==> config.mk <==
export PLATFORM = sky130hd
export DESIGN_NAME = nvc_host
export DESIGN_NICKNAME = d
export VERILOG_FILES = /design/src/rtl/nvc_pkg.sv /design/src/rtl/nvc_host.sv
export SDC_FILE = /design/constraint.sdc
export NUM_CORES = 1
export LEC_CHECK = 0
export BUFFER_PORTS_ARGS = -buffer_cell sky130_fd_sc_hd__buf_4
export CAP_MARGIN = 20
export CORE_MARGIN = 5
export CORE_UTILIZATION = 39
export CTS_BUF_LIST = sky130_fd_sc_hd__clkbuf_4
export CTS_CLUSTER_SIZE = 14
export DETAILED_ROUTE_END_ITERATION = 10
export PLACE_DENSITY = 0.67
export SYNTH_ARGS = -nofsm -noshare
export SYNTH_HDL_FRONTEND = slang
export SYNTH_SLANG_ARGS = --single-unit
==> constraint.sdc <==
create_clock -name i_ref_clk -period 4 [get_ports i_ref_clk]
set_input_delay 0.6 -clock i_ref_clk [delete_from_list [all_inputs] [get_ports i_ref_clk]]
set_output_delay 0.6 -clock i_ref_clk [all_outputs]
set_load 0.005 [all_outputs]
==> src/rtl/nvc_pkg.sv <==
package nvc_pkg;

   // ------------------------------------------------------------
   // Clock and timing
   // ------------------------------------------------------------
   localparam int CLK_PERIOD_NS = 40;
   localparam int ACCESS_TIME_NS = 45;
   localparam int STORE_DURATION_MS = 10;
   localparam int RECALL_DURATION_US = 20;
   localparam int POWERUP_RECALL_DURATION_US = 550;
   localparam int STORE_PULSE_NS = 15;
   localparam int STORE_BUSY_DELAY_NS = 300;
   localparam int STORE_RECOVER_NS = 700;
   localparam int SYNC_DEPTH = 2;

   localparam int ACCESS_CYC = (ACCESS_TIME_NS + CLK_PERIOD_NS - 1) /
      CLK_PERIOD_NS;
   localparam int STROBE_CYC = ACCESS_CYC + SYNC_DEPTH;
   localparam int STORE_CYC = (STORE_DURATION_MS * 1000000 +
      CLK_PERIOD_NS - 1) / CLK_PERIOD_NS;
   localparam int RECALL_CYC = (RECALL_DURATION_US * 1000 +
      CLK_PERIOD_NS - 1) / CLK_PERIOD_NS;
   localparam int RESTORE_CYC = (POWERUP_RECALL_DURATION_US * 1000 +
      CLK_PERIOD_NS - 1) / CLK_PERIOD_NS;
   localparam int PULSE_CYC = (STORE_PULSE_NS + CLK_PERIOD_NS - 1) /
      CLK_PERIOD_NS;
   localparam int BUSY_CYC = (STORE_BUSY_DELAY_NS + CLK_PERIOD_NS - 1) /
      CLK_PERIOD_NS + SYNC_DEPTH;
   localparam int RECOVER_CYC = (STORE_RECOVER_NS + CLK_PERIOD_NS - 1) /
      CLK_PERIOD_NS;

   // ------------------------------------------------------------
   // Memory geometry and sequence addresses
   // ------------------------------------------------------------
   localparam int ADDR_W = 15;
   localparam int DATA_W = 8;
   localparam int CNT_W = 24;
   localparam int SEQ_LAST = 5;
   localparam logic [ADDR_W-1:0] SEQ_A0 = 15'h0E38;
   localparam logic [ADDR_W-1:0] SEQ_A1 = 15'h31C7;
   localparam logic [ADDR_W-1:0] SEQ_A2 = 15'h03E0;
   localparam logic [ADDR_W-1:0] SEQ_A3 = 15'h3C1F;
   localparam logic [ADDR_W-1:0] SEQ_A4 = 15'h303F;
   localparam logic [ADDR_W-1:0] SEQ_STORE = 15'h0FC0;
   localparam logic [ADDR_W-1:0] SEQ_RECALL = 15'h0C63;

   // ------------------------------------------------------------
   // Types
   // ------------------------------------------------------------
   typedef enum logic [2:0] {
      CMD_READ,
      CMD_WRITE,
      CMD_SW_STORE,
      CMD_SW_RECALL,
      CMD_HW_STORE
   } nvc_cmd_type;

   typedef enum logic [3:0] {
      ST_BOOT,
      ST_IDLE,
      ST_STROBE,
      ST_GAP,
      ST_WAIT,
      ST_PULSE,
      ST_WATCH,
      ST_BUSY,
      ST_RECOVER
   } nvc_state_type;

   typedef struct packed {
      nvc_cmd_type cmd;
      logic [ADDR_W-1:0] addr;
      logic [DATA_W-1:0] wdata;
   } nvc_req_type;

   typedef struct packed {
      logic ce_n;
      logic oe_n;
      logic we_n;
      logic dq_oe_n;
      logic [ADDR_W-1:0] addr;
      logic [DATA_W-1:0] dq;
      logic hsb_oe_n;
   } nvc_pins_type;

endpackage : nvc_pkg

==> src/rtl/nvc_host.sv <==
module nvc_host #(
   parameter int STORE_WAIT_CYC = nvc_pkg::STORE_CYC,
   parameter int RESTORE_WAIT_CYC = nvc_pkg::RESTORE_CYC
) (
   input wire logic i_ref_clk,
   input wire logic i_resetn,
   input wire logic i_req_valid,
   input wire nvc_pkg::nvc_req_type i_req,
   output logic o_req_ready,
   output logic o_busy,
   output logic o_done,
   output logic o_rdata_valid,
   output logic [nvc_pkg::DATA_W-1:0] o_rdata,
   output logic o_ce_n,
   output logic o_oe_n,
   output logic o_we_n,
   output logic [nvc_pkg::ADDR_W-1:0] o_addr,
   output logic [nvc_pkg::DATA_W-1:0] o_dq_out,
   output logic o_dq_oe_n,
   input wire logic [nvc_pkg::DATA_W-1:0] i_dq_in,
   output logic o_hsb_out,
   output logic o_hsb_oe_n,
   input wire logic i_hsb_in
);

   if (STORE_WAIT_CYC < 1 || STORE_WAIT_CYC >= (1 << nvc_pkg::CNT_W))
   begin : g_bad_store_wait
      $error("STORE_WAIT_CYC out of range");
   end
   if (RESTORE_WAIT_CYC < 1 ||
       RESTORE_WAIT_CYC >= (1 << nvc_pkg::CNT_W)) begin : g_bad_restore
      $error("RESTORE_WAIT_CYC out of range");
   end

   typedef struct packed {
      nvc_pkg::nvc_state_type st;
      logic [nvc_pkg::CNT_W-1:0] cnt;
      logic [2:0] step;
      logic seq;
      logic recall;
      logic wr;
      nvc_pkg::nvc_pins_type pins;
      logic [nvc_pkg::DATA_W-1:0] rdata;
      logic rvalid;
      logic done;
   } nvc_host_state_type;

   // ------------------------------------------------------------
   // Helpers
   // ------------------------------------------------------------
   function automatic logic [nvc_pkg::ADDR_W-1:0] seq_addr(
      input logic [2:0] step,
      input logic recall
   );
      logic [nvc_pkg::ADDR_W-1:0] a;
      case (step)
         3'h0: a = nvc_pkg::SEQ_A0;
         3'h1: a = nvc_pkg::SEQ_A1;
         3'h2: a = nvc_pkg::SEQ_A2;
         3'h3: a = nvc_pkg::SEQ_A3;
         3'h4: a = nvc_pkg::SEQ_A4;
         default: a = recall ? nvc_pkg::SEQ_RECALL : nvc_pkg::SEQ_STORE;
      endcase
      // Top bit is ignored by the device; drive it low
      a[nvc_pkg::ADDR_W-1] = 1'b0;
      return a;
   endfunction : seq_addr

   function automatic logic [nvc_pkg::CNT_W-1:0] cyc(input int n);
      return nvc_pkg::CNT_W'(n - 1);
   endfunction : cyc

   // ------------------------------------------------------------
   // Reset release and pin synchronisers
   // ------------------------------------------------------------
   logic [1:0] rst_sync;
   logic rst_n;
   logic hsb_s1;
   logic hsb_s2;
   logic [nvc_pkg::DATA_W-1:0] dq_s1;
   logic [nvc_pkg::DATA_W-1:0] dq_s2;

   always_ff @(posedge i_ref_clk or negedge i_resetn) begin
      if (!i_resetn) begin
         rst_sync <= 2'h0;
      end else begin
         rst_sync <= {rst_sync[0], 1'b1};
      end
   end
   assign rst_n = rst_sync[1];

   always_ff @(posedge i_ref_clk or negedge rst_n) begin
      if (!rst_n) begin
         hsb_s1 <= 1'b0;
         hsb_s2 <= 1'b0;
         dq_s1 <= 8'h00;
         dq_s2 <= 8'h00;
      end else begin
         hsb_s1 <= i_hsb_in;
         hsb_s2 <= hsb_s1;
         dq_s1 <= i_dq_in;
         dq_s2 <= dq_s1;
      end
   end

   // ------------------------------------------------------------
   // Sequencer
   // ------------------------------------------------------------
   localparam nvc_pkg::nvc_pins_type PINS_IDLE = '{ce_n: 1'b1,
      oe_n: 1'b1, we_n: 1'b1, dq_oe_n: 1'b1, addr: 15'h0000,
      dq: 8'h00, hsb_oe_n: 1'b1};

   nvc_host_state_type r;
   nvc_host_state_type next_r;
   logic accept;

   // Nothing new starts while the request line is low
   assign accept = (r.st == nvc_pkg::ST_IDLE) && hsb_s2;

   always_comb begin
      next_r = r;
      next_r.rvalid = 1'b0;
      next_r.done = 1'b0;
      case (r.st)
         nvc_pkg::ST_BOOT: begin
            // Power-up recall in progress
            if (r.cnt == '0) begin
               next_r.st = nvc_pkg::ST_IDLE;
            end else begin
               next_r.cnt = r.cnt - 1'b1;
            end
         end
         nvc_pkg::ST_IDLE: begin
            if (i_req_valid && accept) begin
               next_r.wr = (i_req.cmd == nvc_pkg::CMD_WRITE);
               next_r.seq = (i_req.cmd == nvc_pkg::CMD_SW_STORE) ||
                  (i_req.cmd == nvc_pkg::CMD_SW_RECALL);
               next_r.recall = (i_req.cmd == nvc_pkg::CMD_SW_RECALL);
               next_r.step = 3'h0;
               if (i_req.cmd == nvc_pkg::CMD_HW_STORE) begin
                  next_r.st = nvc_pkg::ST_PULSE;
                  next_r.cnt = cyc(nvc_pkg::PULSE_CYC);
                  next_r.pins.hsb_oe_n = 1'b0;
               end else begin
                  next_r.st = nvc_pkg::ST_STROBE;
                  next_r.cnt = cyc(nvc_pkg::STROBE_CYC);
                  next_r.pins.ce_n = 1'b0;
                  next_r.pins.dq = i_req.wdata;
                  if (i_req.cmd == nvc_pkg::CMD_WRITE) begin
                     next_r.pins.addr = i_req.addr;
                     next_r.pins.we_n = 1'b0;
                     next_r.pins.oe_n = 1'b1;
                     next_r.pins.dq_oe_n = 1'b0;
                  end else if (i_req.cmd == nvc_pkg::CMD_READ) begin
                     next_r.pins.addr = i_req.addr;
                     next_r.pins.oe_n = 1'b0;
                  end else begin
                     // Sequence steps are plain reads, outputs off
                     next_r.pins.addr = seq_addr(3'h0,
                        i_req.cmd == nvc_pkg::CMD_SW_RECALL);
                     next_r.pins.oe_n = 1'b1;
                  end
               end
            end
         end
         nvc_pkg::ST_STROBE: begin
            // Exactly one chip enable fall per access
            if (r.cnt == '0) begin
               next_r.st = nvc_pkg::ST_GAP;
               next_r.pins.ce_n = 1'b1;
               next_r.pins.oe_n = 1'b1;
               next_r.pins.we_n = 1'b1;
               next_r.pins.dq_oe_n = 1'b1;
               if (!r.wr && !r.seq) begin
                  next_r.rdata = dq_s2;
               end
            end else begin
               next_r.cnt = r.cnt - 1'b1;
            end
         end
         nvc_pkg::ST_GAP: begin
            if (r.seq && r.step != 3'(nvc_pkg::SEQ_LAST)) begin
               // Steps issued back to back, one chip-enable-high cycle (ST_GAP) in between
               next_r.step = r.step + 3'h1;
               next_r.pins.addr = seq_addr(r.step + 3'h1,
                  r.recall);
               next_r.pins.ce_n = 1'b0;
               next_r.st = nvc_pkg::ST_STROBE;
               next_r.cnt = cyc(nvc_pkg::STROBE_CYC);
            end else if (r.seq) begin
               next_r.st = nvc_pkg::ST_WAIT;
               next_r.cnt = r.recall ? cyc(nvc_pkg::RECALL_CYC) :
                  cyc(STORE_WAIT_CYC);
            end else begin
               next_r.st = nvc_pkg::ST_IDLE;
               next_r.rvalid = !r.wr;
               next_r.done = 1'b1;
            end
         end
         nvc_pkg::ST_WAIT: begin
            if (r.cnt == '0) begin
               next_r.st = nvc_pkg::ST_IDLE;
               next_r.done = 1'b1;
            end else begin
               next_r.cnt = r.cnt - 1'b1;
            end
         end
         nvc_pkg::ST_PULSE: begin
            if (r.cnt == '0) begin
               next_r.pins.hsb_oe_n = 1'b1;
               next_r.st = nvc_pkg::ST_WATCH;
               next_r.cnt = cyc(nvc_pkg::BUSY_CYC);
            end else begin
               next_r.cnt = r.cnt - 1'b1;
            end
         end
         nvc_pkg::ST_WATCH: begin
            // Give the device time to assert busy, if it stores at all
            if (r.cnt == '0) begin
               next_r.st = nvc_pkg::ST_BUSY;
            end else begin
               next_r.cnt = r.cnt - 1'b1;
            end
         end
         nvc_pkg::ST_BUSY: begin
            if (hsb_s2) begin
               next_r.st = nvc_pkg::ST_RECOVER;
               next_r.cnt = cyc(nvc_pkg::RECOVER_CYC);
            end
         end
         nvc_pkg::ST_RECOVER: begin
            if (r.cnt == '0) begin
               next_r.st = nvc_pkg::ST_IDLE;
               next_r.done = 1'b1;
            end else begin
               next_r.cnt = r.cnt - 1'b1;
            end
         end
         default: begin
            next_r.st = nvc_pkg::ST_IDLE;
         end
      endcase
   end

   always_ff @(posedge i_ref_clk or negedge rst_n) begin
      if (!rst_n) begin
         r.st <= nvc_pkg::ST_BOOT;
         r.cnt <= cyc(RESTORE_WAIT_CYC);
         r.step <= 3'h0;
         r.seq <= 1'b0;
         r.recall <= 1'b0;
         r.wr <= 1'b0;
         r.pins <= PINS_IDLE;
         r.rdata <= 8'h00;
         r.rvalid <= 1'b0;
         r.done <= 1'b0;
      end else begin
         r <= next_r;
      end
   end

   // ------------------------------------------------------------
   // Outputs
   // ------------------------------------------------------------
   assign o_req_ready = accept;
   assign o_busy = (r.st != nvc_pkg::ST_IDLE) || !hsb_s2;
   assign o_done = r.done;
   assign o_rdata_valid = r.rvalid;
   assign o_rdata = r.rdata;
   assign o_ce_n = r.pins.ce_n;
   assign o_oe_n = r.pins.oe_n;
   assign o_we_n = r.pins.we_n;
   assign o_addr = r.pins.addr;
   assign o_dq_out = r.pins.dq;
   assign o_dq_oe_n = r.pins.dq_oe_n;
   assign o_hsb_out = 1'b0;
   assign o_hsb_oe_n = r.pins.hsb_oe_n;

endmodule : nvc_host

Yosys cells after proc, flatten, opt, wreduce, memory -nomap -nowiden

Index checks and enable logic that the tools add are counted.

Register bits after elaboration: 92
Latch bits: 0
Memory bits (writable): 0
ROM bits: 0
Bits of input ports: 38
Output and inout port bits: 41
Word-level logic and storage cells: 125
Memories: 0

$add $sub $neg: 2
Multiply operators: 0
Divide/modulo/power cells: 0
Magnitude comparators: 0
Eq/ne operators: 30
Shift operators: 0
Multiplexer cells: 39
Bitwise operators: 1
Reductions and logical operators: 32

Operators by type and width:

| cell                                               | number |
|---|---|
| one-hot mux 24 bit (5 select lines)                | 1 |
| two-way mux 24 bit                                 | 3 |
| one-hot mux 14 bit (5 select lines)                | 1 |
| two-way mux 62 bit                                 | 1 |
| two-way mux 28 bit                                 | 2 |
| two-way mux 27 bit                                 | 2 |
| two-way mux 15 bit                                 | 3 |
| one-hot mux 15 bit (2 select lines)                | 1 |
| one-hot mux 4 bit (7 select lines)                 | 1 |
| zero test 24 bit                                   | 1 |
| subtractor 24 x 1 -> 24 bit, second input constant | 1 |
| two-way mux 4 bit                                  | 5 |
| two-way mux 18 bit                                 | 1 |
| == test 4 x 3 -> 1 bit, second input constant      | 4 |
| AND reduction 5 bit                                | 3 |
| != test 2 bit, second input constant               | 7 |
| == test 3 x 2 -> 1 bit, second input constant      | 4 |
| one-hot mux 3 bit (2 select lines)                 | 2 |
| AND reduction 4 bit                                | 3 |
| two-way mux 10 bit                                 | 1 |
| AND reduction 3 bit                                | 3 |
| == test 4 x 2 -> 1 bit, second input constant      | 2 |
| != test 2 x 1 -> 1 bit, second input constant      | 4 |
| two-way mux 1 bit                                  | 7 |
| other kinds (25)                                   | 41 |

Depth between registers and ports, before layout

Gate-level depths: netlist of run 1.

Word-level depth: 6
Mapped depth: 8
Mapped depth without buffers: 7

Least setup slack after synthesis of run 1

No wires, ideal clock.

Path kind: register to register
Start point: register r[44] (netlist name)
End point: register r (netlist bit o_rdata[0])
Setup time: 0.125 ns
Data arrival time: 2.469 ns
Required time: 3.875 ns
Slack: 1.406 ns
Cell stages (with the launch flop): 8
Buffers on the path: 0
Clock period less this slack: 2.594 ns
Cells stage by stage: dfstp_2 inv_1 ha_1 or4b_2 nor4_4 nand4_1 nor3_4 mux2_2

Word-level cells in the longest chain between the ends: 2

Ends and longest elaborated chain:

| element                              | RTL line        | source |
|---|---|---|
| start, declared                      | nvc_host.sv:113 | `nvc_host_state_type r;` |
| start signal, assigned               | nvc_host.sv:258 | `r <= next_r;` |
| zero test 24 bit                     | nvc_host.sv:168 | `if (r.cnt == '0) begin` |
| AND reduction 3 bit (no source line) | --              |  |

No other way between the ends.
A chain may end at the register's enable or synchronous reset.

Worst setup path in the final report of run 1

Start point: register r[44] (netlist name)
End point: register r (netlist bit o_rdata[2])

Same word-level chain as after synthesis.

==> results of run 1 <==
-- power breakdown --
part	internal (uW)	total, uW	switching (uW)
clock	200	538	338
sequential	1250	1550	295
combinational	796	1720	924
-- per-stage QoR --
step | hold slack (ns) | setup WS, ns | total power [uW] | cell area (um2)
CTS | 0.1829 | 1.079 | 3826 | 5464
floorplan | 0.3044 | 1.300 | 2822 | 4813
global placement | 0.3346 | 1.176 | 3226 | 5301
global route | 0.1634 | 0.8864 | 4091 | 5464
finish | 0.2168 | 1.050 | 3806 | 5464
detailed placement | 0.3347 | 1.095 | 3274 | 5301
-- path summary, 6_finish.rpt --
| path | from | endpoint | slack [ns] | depth (start not counted) |
|---|---|---|---|---|
| max | r[44]$_DFFE_PN1P_ | o_rdata[2]$_DFFE_PN0P_ | 1.05 | 7 |
| min | i_dq_in[4] | dq_s1[4]$_DFF_PN0_ | 0.22 | 1 |
| max reg2reg | r[44]$_DFFE_PN1P_ | o_rdata[2]$_DFFE_PN0P_ | 1.05 | 7 |
| min reg2reg | hsb_s1$_DFF_PN0_ | hsb_s2$_DFF_PN0_ | 0.36 | 0 |
| max in group asynchronous | rst_sync[1]$_DFF_PN0_ | r[52]$_DFFE_PN1P_ | 2.70 | 1 |
| min in group asynchronous | rst_sync[1]$_DFF_PN0_ | o_dq_out[0]$_DFFE_PN0P_ | 0.41 | 0 |
-- logic make-up (layout without fill, tap and decap cells) --
| logic type | after synthesis | count (layout) | share of synthesized area [%] |
|---|---|---|---|
| adder cells (fa/ha/maj) | 8 | 8 | 2.080 |
| XOR/XNOR | 2 | 2 | 0.3640 |
| AO/OA/AOI/OAI | 147 | 147 | 19.86 |
| buffers and inverters | 73 | 113 | 8.422 |
| AND/OR/NAND/NOR | 144 | 144 | 16.84 |
| flip-flops | 91 | 91 | 47.65 |
| other | 2 | 2 | 0.1560 |
| multiplexers | 20 | 20 | 4.627 |
-- cells in the final DEF, fill, tap and decap left out, types with 5 or more instances in the layout --
master                      instances
sky130_fd_sc_hd__buf_4             84
sky130_fd_sc_hd__nor4_1             6
sky130_fd_sc_hd__nand2_1           33
sky130_fd_sc_hd__or4_1             12
sky130_fd_sc_hd__ha_1               8
sky130_fd_sc_hd__clkbuf_4           9
sky130_fd_sc_hd__o21ai_0           35
sky130_fd_sc_hd__mux2_2            18
sky130_fd_sc_hd__nand2b_1           6
sky130_fd_sc_hd__o31ai_1           15
sky130_fd_sc_hd__nor2b_1            5
sky130_fd_sc_hd__a31oi_1           11
sky130_fd_sc_hd__dfrtp_1           77
sky130_fd_sc_hd__nor2_1            36
sky130_fd_sc_hd__o2bb2ai_1          5
sky130_fd_sc_hd__inv_1             12
sky130_fd_sc_hd__dfstp_2           13
sky130_fd_sc_hd__nor3_1             7
sky130_fd_sc_hd__a21oi_1           37
sky130_fd_sc_hd__or3_1              8
-- registers in the layout, indices dropped and copies added (netlist names) --
signal,cells
o_oe_n,1
o_rdata_valid,1
o_hsb_oe_n,1
o_we_n,1
dq_s2,8
o_rdata,8
hsb_s2,1
r,34
o_addr,15
dq_s1,8
rst_sync,2
o_dq_out,8
hsb_s1,1
o_done,1
o_ce_n,1
-- routing by layer --
layer,global-route usage (%),part of all wire [%]
met1,21.29,45
met2,25.08,48
met3,4.662,6.5
met4,4.178,1.0
met5,0,0
-- final cells by class --
type                    count  area (um2)  share of cell area [%]
flip-flops and latches     91        2297                   42.04
clock buffers               9       67.56                   1.237
repair buffers             85       640.6                   11.72
multi-input cells         323        2118                   38.77
clock inverters             7       85.08                   1.557
inverters                  12       45.04                  0.8244
well taps                 168       210.2                   3.847
-- repair_timing --
action	CTS	global route
hold buffers	1	0
endpoints found under the setup margin	0	0
hold endpoints to repair	2	0
-- worst register-to-register path: cells and delay by family (launching register included) --
kind | cells | cell delay [ns]
adders and majority gates | 1 | 0.15
buffers and inverters | 1 | 0.12
DFF | 1 | 0.42
muxes | 1 | 0.39
and+or+nand+nor | 4 | 1.78
==> results.md, run 1 <==
Floorplanning:
- From left edge to right edge, the die measures 121.1 um.
- For this configuration, the core starts out at a cell density of 39.91%.
- Pin placement for this block handled 79 I/O pins.
- The placeable core region is 12060 um2.
- The die footprint is 14660 um2.
- The floorplan has 40 rows.
- The die is 121.1 um tall.

CTS:
- The number of clock sinks seen by CTS is 91.
- The TritonCTS clock tree is built.
- The clock reaches the later pin of the worst-skew pair after 0.47 ns.
- The number of instances resized during post-cts repair is 0.
- Clock tree synthesis selected as its root buffer the cell sky130_fd_sc_hd__clkbuf_4.
- The largest buffer count on any clock path is 2.
- The number of buffers inserted by post-CTS setup repair is 0.
- Clock-pin slew was measured on the worst setup and hold paths at 0.16 ns.
- The number of clock buffers inserted by TritonCTS is 9.
- The deepest level of the CTS H-tree is 3.

Global routing:
- The first-pass GRT wire length is 18680 um.
- The overall routing resource usage is 15.85%.
- Entering global routing, the biggest net connects 65 pins.
- The global route total overflow is 0.
- The number of global-route vias before repair is 3708.
- The number of antenna violations at the first check in global routing is 0.

Final layout:
- The signed area change from the synthesized netlist to the final layout is 13.52%.
- The repair_antennas step left the layout with diodes totalling 0.
- The fill cell total of the finished layout is 1159.
- The post-route core utilization is 45.30%.
- The final non-filler cell total is 695.
- The final layout contains 568 nets.
- In the final layout, the share of cells above drive strength 1 is 27.51%.

Logic synthesis:
- The proportion of register bits with asynchronous set or reset after synthesis is 100.0%.
- The largest total area in the synthesized netlist belongs to sky130_fd_sc_hd__dfrtp_1.
- Synthesis inferred 91 register bits.
- In this run, synthesis inferred 0 flip-flops with an integrated enable.
- The leading register cell type out of synthesis is sky130_fd_sc_hd__dfrtp_1.
- The synthesized area per cell is 9.884 um2.
- The most numerous cell in the Yosys netlist is sky130_fd_sc_hd__dfrtp_1.
- The number of library cell types mapped by synthesis is 66.
- After synthesis, the cell types taking the most area are sky130_fd_sc_hd__dfrtp_1, sky130_fd_sc_hd__dfstp_2, sky130_fd_sc_hd__buf_4.
- Sequential cells were found to cover 47.65% of the synthesized design area.
- The share of the synthesized area in the top cell type is 40.55%.
- By count the netlist is led by sky130_fd_sc_hd__dfrtp_1, sky130_fd_sc_hd__a21oi_1, sky130_fd_sc_hd__nor2_1, sky130_fd_sc_hd__o21ai_0.
- Counting every net in the synthesized netlist gives 533.
- During synthesis, Yosys emitted a total of 0 warnings.
- In this run the cell area of the synthesized design comes to 4813 um2.
- The number of cells produced by synthesis is 487.

Placed design:
- The number of buffer cells added on primary ports is 77.
- After legalization and detailed placement, the total HPWL measured 8341 um.
- The number of placed instances, taps included, is 678.
- The global placer's final weighted congestion is 0.9334.

Detailed routing:
- After detailed routing, the total wire length is 11560 um.
- The number of nets still failing antenna checks after routing is 0.
- The post-route DRC violation count is 0.
- Summing over every cut layer, the via total after detailed routing is 3836.
- The violation count after the first detailed-route iteration is 350.
- After detailed routing, the number of vias per cell comes to 5.519.
- In the final routed layout, each cell accounts on average for 16.63 um.
- For this run, the detailed router's first-pass iteration total came to 5.

Critical path:
- In this run the worst path has a maximum fanout of 9.
- Walking the worst path, the cells encountered are inv_1 -> ha_1 -> or4b_2 -> nor4_4 -> nand4_1 -> nor3_4 -> mux2_2.
- The element type at the critical path end is a register.
- The worst setup path is of the reg -> reg kind.
- The master of the slowest instance on the critical path is sky130_fd_sc_hd__or4b_2.
- The critical path launch point type is a register.
- The required arrival time at the worst endpoint is 4.37 ns.
- Data arrives at the worst endpoint at 3.32 ns.
- The cell family with the largest share of critical-path delay is simple AND/OR/NAND/NOR gates.
- The largest stage delay on the critical path is 0.68 ns.
- Counting both buffers and inverters, the worst setup path holds a total of 1.

Timing:
- The maximum clock skew at final layout is 0.01890 ns.
- The aggregate negative setup slack is 0 ns.
- For this run, the top clock speed supported by timing is 0.3390 GHz.
- The minimum period implied by the final worst setup slack is 2.950 ns.
- The number of endpoints failing setup at the final stage is 0.
- The max-slew violation count was 0.
- Dividing the final minimum period by the clock period gives 73.76%.
- Headroom to the max-slew limit came out at 26.23%.
- Setup repair after global routing left no endpoint under its margin.
- At the pin with the least slew margin, the transition time is 1.098 ns.
- The final number of hold-violating endpoints was 0.

Power and ir drop:
- The standby leakage power is 0.002337 uW.
- The worst-case IR drop observed on VDD is 242.9 uV.
- Dividing total power by cell area gives a power density of 696.5 nW/um2.

Hold path:
- The worst hold path class is in -> reg.

Run status:
- The flow ran to the end, and the final reports show no timing, DRC or antenna violations.

Job:
- The count of max-cap constraint violations is 0.
Power figures use the tool's default switching activity.
==> inputs of run 2 (changes only) <==
Settings changed: PLACE_DENSITY 0.67 to 0.69.
Clock period 4 ns to 2.57 ns, I/O delays scaled along.
==> run 2 against run 1 <==
Net effect: via count increased by 5.3%; utilization rose by 3.5 points; first-iteration DRC count grew 13%; non-clock buffer count rose by 48; worst setup slack got worse by 1.0 ns; fmax increased by 16%; cell count rose by 7.2%; critical path depth unchanged; cell area is 7.8% higher; critical path type unchanged; largest cell class unchanged; highest routed layer unchanged.
==> results.md, run 2 (synthesis results as in run 1) <==
Run status:
- The flow ran to the end, and the final reports show no timing, DRC or antenna violations.

Critical path:
- The critical path goes through inv_2 -> ha_1 -> or4b_4 -> or4_4 -> o31ai_4 -> o31ai_1 -> a221o_1.
- The minimum setup slack among reg-to-reg paths is 0.04 ns.
- In this run the worst path has a maximum fanout of 8.
- The worst setup path is launched from a register.
- The critical path in this run is classified as reg -> reg.
- The number of buffers and inverters on the critical path is 1.
- On the critical path, the stage with the largest delay is an instance of sky130_fd_sc_hd__or4b_4.
- The worst setup path is captured at a register.
- The endpoint identified for the worst register-to-register timing path is r[52]$_DFFE_PN1P_.
- For this run, the slowest stage of the critical path takes 0.50 ns.
- The worst flop-to-flop path startpoint is r[45]$_DFFE_PN0P_.
- For the worst setup path, the data required time is 2.97 ns.
- The worst endpoint data arrival time is 2.93 ns.
- In this run the number of cells on the critical path is 7.
- On the critical path the largest part of the delay comes from simple AND/OR/NAND/NOR gates.
- The length in cells of the worst reg-to-reg path is 7.

Detailed routing:
- Detailed routing inserted a total of 4039 vias.
- In this run the remaining antenna-violating nets after routing total 0.
- The violation count after the first detailed-route iteration is 395.
- The number of search-and-repair iterations in the first detailed-routing pass is 5.
- The post-route DRC violation count is 0.
- The routed wire length is 11720 um.
- In the final routed layout, each cell accounts on average for 15.73 um.
- The mean number of vias per cell is 5.421.

Global routing:
- The first global-routing pass estimated 19330 um of wire.
- Entering global routing, the biggest net connects 63 pins.
- The global route total overflow is 0.
- The number of antenna violations at the first check in global routing is 2.
- The number of global-route vias before repair is 3972.
- The overall routing resource usage is 16.46%.

Timing:
- Setup total negative slack on the finished layout was measured at 0 ns.
- The worst pin sits at a relative slew slack of 46.21%.
- Clock skew on the completed layout was measured at 0.02038 ns.
- The final number of hold-violating endpoints is 0.
- The max-slew violation count is 0.
- Setup repair after global routing could not meet its margin everywhere.
- The minimum period implied by the final worst setup slack is 2.533 ns.
- The fraction of the cycle the final worst path needs is 98.56%.
- Static timing analysis puts the maximum clock frequency at 0.3948 GHz.
- Setup violations remaining at the end of the flow were counted as 0.
- The slew at the pin closest to its max-slew limit is 0.8068 ns.
- The worst hold-check slack is 0.03808 ns.

CTS:
- The root buffer cell is sky130_fd_sc_hd__clkbuf_4.
- Clock tree synthesis inserted a total of 9 buffers.
- The number of clock sinks seen by CTS is 91.
- At the later pin of the worst-skew pair, clock insertion delay measures 0.47 ns.
- The deepest level of the CTS H-tree is 3.
- After clock tree synthesis, the clock-pin slew on the worst setup and hold paths is 0.14 ns.
- TritonCTS built the clock tree.
- The clock passes through at most 2 buffers.

Hold path:
- The worst hold path stage count is 1.
- The worst hold path begins at i_hsb_in.
- The min-delay analysis places its worst path in the category in -> reg.
- The path with the worst hold slack has its endpoint at hsb_s1$_DFF_PN0_.

Final layout:
- The top cell types in the final layout, fill and taps aside, are sky130_fd_sc_hd__buf_4, sky130_fd_sc_hd__dfrtp_1, sky130_fd_sc_hd__a21oi_1.
- More flip-flops sit in one register than any other, and that register is r.
- The most common cell after layout, fill and taps aside is sky130_fd_sc_hd__buf_4.
- The flip-flop count of the largest register, all copies and words added is 34.
- The net count reported at finish is 616.
- The signed area change from the synthesized netlist to the final layout is 22.41%.
- The post-route netlist has 33.57% of its cells at a drive strength greater than 1.
- The fill cell total of the finished layout is 1080.
- The final non-filler cell total is 745.

Floorplanning:
- The die is 121.1 um tall.
- The placeable core region is 12060 um2.
- The floorplan has 40 rows.
- Pin placement for this block handled 79 I/O pins.
- The die footprint is 14660 um2.
- Measured along the x axis, the die boundary spans 121.1 um.
- The initial utilization of the core area, before any placement, comes to 39.91%.

Placed design:
- The number of buffer cells added on primary ports is 77.
- The detailed-placement wirelength estimate is 8549 um.
- The congestion estimate from routability-driven global placement came to 0.9078.
- The number of instances in the placed design is 713.

Power and ir drop:
- The clock network burns 11.6% of the power.
- The total net switching power is 2454 uW.
- The net switching share of the total power is 39.70%.
- The maximum ir drop on the vdd rail is 287.1 uV.
- The standby leakage power is 0.002562 uW.
- Summing internal, switching and leakage power gives 6182 uW.
- For this design the ratio of total power to cell area is 1049 nW/um2.
- Sequential cells account for 37.8% of the total power.
- The share of total power dissipated in combinational logic is 50.5%.
- The cell internal power dissipation is 3728 uW.

Job:
- Max-cap violations in this run came to 0.
[run 2: cell count changes in the layout (fill, tap and decap cells not counted), sizes merged, moves of 2 or more]
cell / previous run / this run
buf: 84 / 124
diode: 0 / 2
clkinvlp: 0 / 3
clkinv: 4 / 1
dlygate4sd3: 1 / 9
[run 2: per-stage QoR]
stage	worst slack, ns	util (%)	instance area, um2
2_1_floorplan	0.001898	-	4822
3_3_place_gp	0.07740	46.47	5605
3_5_place_dp	0.01960	46.47	5605
4_1_cts	0.004738	48.31	5827
5_1_grt	-0.05061	48.85	5892
6_report	0.03694	48.85	5892
[run 2: worst reg2reg max path: stages (launching register included)]
cell,delay [ns]
sky130_fd_sc_hd__dfrtp_1,0.44
sky130_fd_sc_hd__inv_2,0.07
sky130_fd_sc_hd__ha_1,0.12
sky130_fd_sc_hd__or4b_4,0.50
sky130_fd_sc_hd__or4_4,0.48
sky130_fd_sc_hd__o31ai_4,0.41
sky130_fd_sc_hd__o31ai_1,0.13
sky130_fd_sc_hd__a221o_1,0.32
[run 2: cell type report]
| class | instances | area [um2] | area share (%) |
|---|---|---|---|
| diodes | 2 | 5.005 | 0.08494 |
| clock buffers | 10 | 75.07 | 1.274 |
| clock inverters | 6 | 48.80 | 0.8282 |
| inverters | 12 | 45.04 | 0.7645 |
| multi-input cells | 323 | 2152 | 36.53 |
| flip-flops and latches | 91 | 2297 | 38.99 |
| well taps | 168 | 210.2 | 3.568 |
| repair buffers | 133 | 1059 | 17.97 |
[run 2: worst max path at each step]
stage	slack (ns)	from	to
2_1_floorplan	0.002	r[60]$_DFFE_PN0P_	o_rdata[0]$_DFFE_PN0P_
3_3_place_gp	0.08	r[61]$_DFFE_PN0P_	o_rdata[7]$_DFFE_PN0P_
3_5_place_dp	0.02	r[61]$_DFFE_PN0P_	o_rdata[4]$_DFFE_PN0P_
4_1_cts	0.005	r[61]$_DFFE_PN0P_	r[53]$_DFFE_PN0P_
5_1_grt	-0.05	r[45]$_DFFE_PN0P_	r[52]$_DFFE_PN1P_
6_report	0.04	r[45]$_DFFE_PN0P_	r[52]$_DFFE_PN1P_
[run 2: per-layer routing]
layer  vias up  wire [um]  track usage (%)
met2       132       5795            27.20
met5         -          0                0
li1       1925          -                -
met4         0        266            6.374
met1      1954       4985            20.76
met3        28        672            4.056
[run 2: repair_timing]
item / 4_1_cts / 5_1_grt
gates resized for setup: 0 / 9
endpoints found under the setup margin: 6 / 24
pin swaps: 1 / 3
setup buffers: 1 / 4
hold buffers: 9 / 0
endpoints found under the hold margin: 10 / 0
[run 2: power groups by stage]
stage	Sequential, uW	Combinational (uW)	Clock (uW)
after CTS	2340	3050	763
after floorplan	2230	2180	0
final	2340	3120	719
after global routing	2420	3440	816
after global placement	2350	2960	0
after detailed placement	2370	3020	0
==> inputs of run 3 (changes only) <==
Settings changed: ABC_AREA set to 1.
==> run 3 against run 2 <==
Net effect: via count up 5.4%; critical endpoint is now o_rdata[2]$_DFFE_PN0P_; largest cell class unchanged; cell area down 1.2%; routed wire length is 1.0% higher; clock skew is 0.0012 ns higher; synthesized cell count grew 33%; worst setup slack improved by 0.19 ns; area after synthesis up 5.5%; cell count up 18%; sequential power about the same; highest routed layer unchanged; first-iteration DRC count shrank 12%; largest power group unchanged; non-clock buffer count decreased by 42.
==> results.md, run 3 <==
Logic synthesis:
- Summed over all instances, the cell type with the most area after synthesis is sky130_fd_sc_hd__dfrtp_1.
- For this run, the leading register cell type out of synthesis is sky130_fd_sc_hd__dfrtp_1.
- The number of warnings issued by yosys is 0.
- After synthesis, the most frequently instantiated cells are sky130_fd_sc_hd__nand2_1, sky130_fd_sc_hd__dfrtp_1, sky130_fd_sc_hd__nor2_1, sky130_fd_sc_hd__inv_1, sky130_fd_sc_hd__nand3_1.
- The mapped netlist covers 5077 um2.
- Counting every net in the synthesized netlist gives 693.
- The share of the synthesized area in the top cell type is 38.44%.
- The netlist uses 40 different library cells.
- The average instance in the mapped netlist occupies 7.848 um2.
- Among all cell types in the netlist, the one instantiated most often is sky130_fd_sc_hd__nand2_1.
- Sequential cells were found to cover 45.17% of the synthesized design area.
- The synthesized flop and latch total is 91.
- Synthesis produced 647 cells.
- The number of synthesized flops with an enable pin is 0.
- For this run, asynchronously set or reset flops after synthesis account for 100.0%.
- In the post-synthesis netlist, the biggest area contributors are sky130_fd_sc_hd__dfrtp_1, sky130_fd_sc_hd__nand2_1, sky130_fd_sc_hd__dfstp_2.

Detailed routing:
- Dividing the detail-routed wire length by the instance count gives 13.44 um.
- After detailed routing, the number of remaining DRC violations is 0.
- The violation count after the first detailed-route iteration is 347.
- The first TritonRoute pass finished after 7 iterations.
- The number of nets still failing antenna checks after routing is 0.
- Dividing the detail-routed via count by the number of cells gives 4.834.
- For this block, the routed nets add up to 11840 um of wire.
- The total via count in the routed design is 4259.

Critical path:
- The largest stage delay on the critical path is 0.65 ns.
- The setup check on the worst reg-to-reg path leaves a slack of 0.23 ns.
- The master of the slowest instance on the critical path is sky130_fd_sc_hd__nor4_4.
- The worst endpoint data arrival time is 2.68 ns.
- The element type at the critical path end is a register.
- Traced cell by cell, the critical path runs through nor2_1 -> nand2_1 -> nor2_4 -> nand3_2 -> nor4_4 -> o21ai_0.
- STA classifies the critical path startpoint as a register.
- The required arrival time at the worst endpoint is 2.91 ns.
- The largest fanout on the critical path is 16.
- The type of the worst setup path is reg -> reg.

Global routing:
- Across every metal layer, demand over resource in global routing totals 15.70%.
- After global routing the overflow that remains totals 0.
- The number of global-route vias before repair is 4056.
- The number of antenna violations at the first check in global routing was 1.
- The first-pass GRT wire length is 19200 um.
- The pin count of the biggest net entering global routing is 61.

Final layout:
- The largest register by flop count is r.
- At the end of the flow, the number of nets in the layout was 749.
- The fraction of final layout cells sized beyond drive strength 1 is 20.06%.
- Leaving out fill and tap cells, the most frequent cell in the layout is sky130_fd_sc_hd__nand2_1.
- Leaving out fill and tap cells, the most frequent cells in the layout are sky130_fd_sc_hd__nand2_1, sky130_fd_sc_hd__buf_4, sky130_fd_sc_hd__nor2_1.
- Relative to the synthesized area, the layout overhead comes to 14.61%.
- The flip-flop count of the largest register, all copies and words added is 34.

Timing:
- The aggregate negative setup slack is 0 ns.
- The number of endpoints failing setup at the final stage is 0.
- The final number of hold-violating endpoints is 0.
- The minimum period implied by the final worst setup slack is 2.342 ns.
- At the pin with the least slew margin, the transition time is 0.8689 ns.
- The post-route worst setup slack is 0.2276 ns.
- The maximum clock skew at final layout is 0.02156 ns.
- Derived from the worst setup path, the maximum achievable clock frequency is 0.4269 GHz.
- Measured against its own limit, the worst slew margin works out to 42.07%.
- The fraction of the cycle the final worst path needs is 91.14%.
- The max-slew violation count is 0.
- Setup repair after global routing left no endpoint under its margin.

Placed design:
- At the end of routability-driven placement, the weighted congestion stood at 0.8662.
- Detailed placement finished with a half-perimeter wire length of 8850 um.
- Timing analysis after detailed placement gives a worst setup slack of 0.3005 ns.
- Input and output buffers added on the ports amount to 77.

Floorplanning:
- The die covers 15400 um2.
- The number of rows created at floorplan is 41.
- The die width is 124.1 um.
- For this design the top-level I/O count stands at 79.
- The effective utilization at floorplan is 40.07%.
- The die height is 124.1 um.
- The placeable core region is 12670 um2.

CTS:
- The H-tree was split into 3 levels.
- TritonCTS created 9 clock buffers.
- Hold repair after CTS inserted 10 buffers.
- Post-CTS timing repair inserted 0 buffers for setup.
- Gates resized during post-CTS repair numbered 0.
- The largest buffer count on any clock path is 2.
- The tree is rooted in a sky130_fd_sc_hd__clkbuf_4.
- After clock tree synthesis, the clock-pin slew on the worst setup and hold paths is 0.16 ns.
- The TritonCTS clock tree is built.
- The number of clock sinks seen by CTS is 91.
- At the later pin of the worst-skew pair, clock insertion delay measures 0.48 ns.

Power and ir drop:
- In this run the power density over the cells is 1095 nW/um2.
- Power comes to 6373 uW.
- The maximum ir drop on the vdd rail is 357.5 uV.
- The standby leakage power is 0.002979 uW.

Run status:
- The flow ran to the end, and the final reports show no timing, DRC or antenna violations.

Hold path:
- The worst hold path class is in -> reg.

Job:
- The count of max-cap constraint violations is 0.
==> run 3: power by group <==
| part | leakage, uW | internal (uW) | switching [uW] |
|---|---|---|---|
| Combinational | 0.00181 | 1230 | 1960 |
| Sequential | 0.00108 | 1950 | 374 |
| Clock | 0.0000813 | 312 | 544 |
| Total | 0.00298 | 3490 | 2880 |
==> run 3: through the flow <==
stage / std cells / area (um2) / hold slack [ns] / util, %
after floorplan: 647 / 5079 / 0.08991 / -
after global placement: 854 / 5564 / 0.1699 / 43.91
after global routing: 881 / 5819 / 0.05489 / 45.93
after CTS: 880 / 5817 / 0.05898 / 45.91
final: 881 / 5819 / 0.09670 / 45.93
after detailed placement: 854 / 5564 / 0.1708 / 43.91
==> run 3: final timing paths <==
kind | to | startpoint | cells after the start
setup / recovery | o_rdata[2]$_DFFE_PN0P_ | r[58]$_DFFE_PN0P_ | 6
hold / removal | o_dq_out[1]$_DFFE_PN0P_ | i_req[1] | 3
setup reg to reg | o_rdata[2]$_DFFE_PN0P_ | r[58]$_DFFE_PN0P_ | 6
hold reg to reg | r[42]$_DFFE_PN0P_ | rst_sync[1]$_DFF_PN0_ | 0
max in group asynchronous | o_oe_n$_DFFE_PN1P_ | rst_sync[1]$_DFF_PN0_ | 1
min in group asynchronous | rst_sync[1]$_DFF_PN0_ | i_resetn | 2
==> run 3: critical path, delay by kind of cell (launching register included) <==
kind,cells,cell delay [ns]
flops,1,0.47
compound gates,1,0.21
simple gates,5,1.52
==> run 3: cell families (layout without fill, tap and decap cells) <==
logic type      Yosys count  in the layout  share of synthesized area (%)
other cells               2              3                         0.1479
simple gates            352            352                          31.20
buf+inv                 115            176                          12.05
fa+ha+maj                 8              8                          1.971
compound gates           71             71                          8.083
xor+xnor                  8              8                          1.380
flops                    91             91                          45.17
==> run 3: per-layer routing <==
metal  GRT usage (%)  vias to the layer above  wire (um)
li1                -                     2131          -
met1           20.42                     2008       5231
met2           25.68                      102       5849
met3           4.223                       18        594
met4           4.654                        0        163
met5               0                        -          0
==> run 3: layout make-up <==
type	instances	area, um2
Tap cell	172	215.2
Sequential cell	91	2297
Inverter	69	259.0
Timing Repair Buffer	91	720.7
Multi-Input combinational cell	441	2172
Antenna cell	1	2.502
Fill cell	1224	6852
Clock inverter	7	85.08
Clock buffer	9	67.56
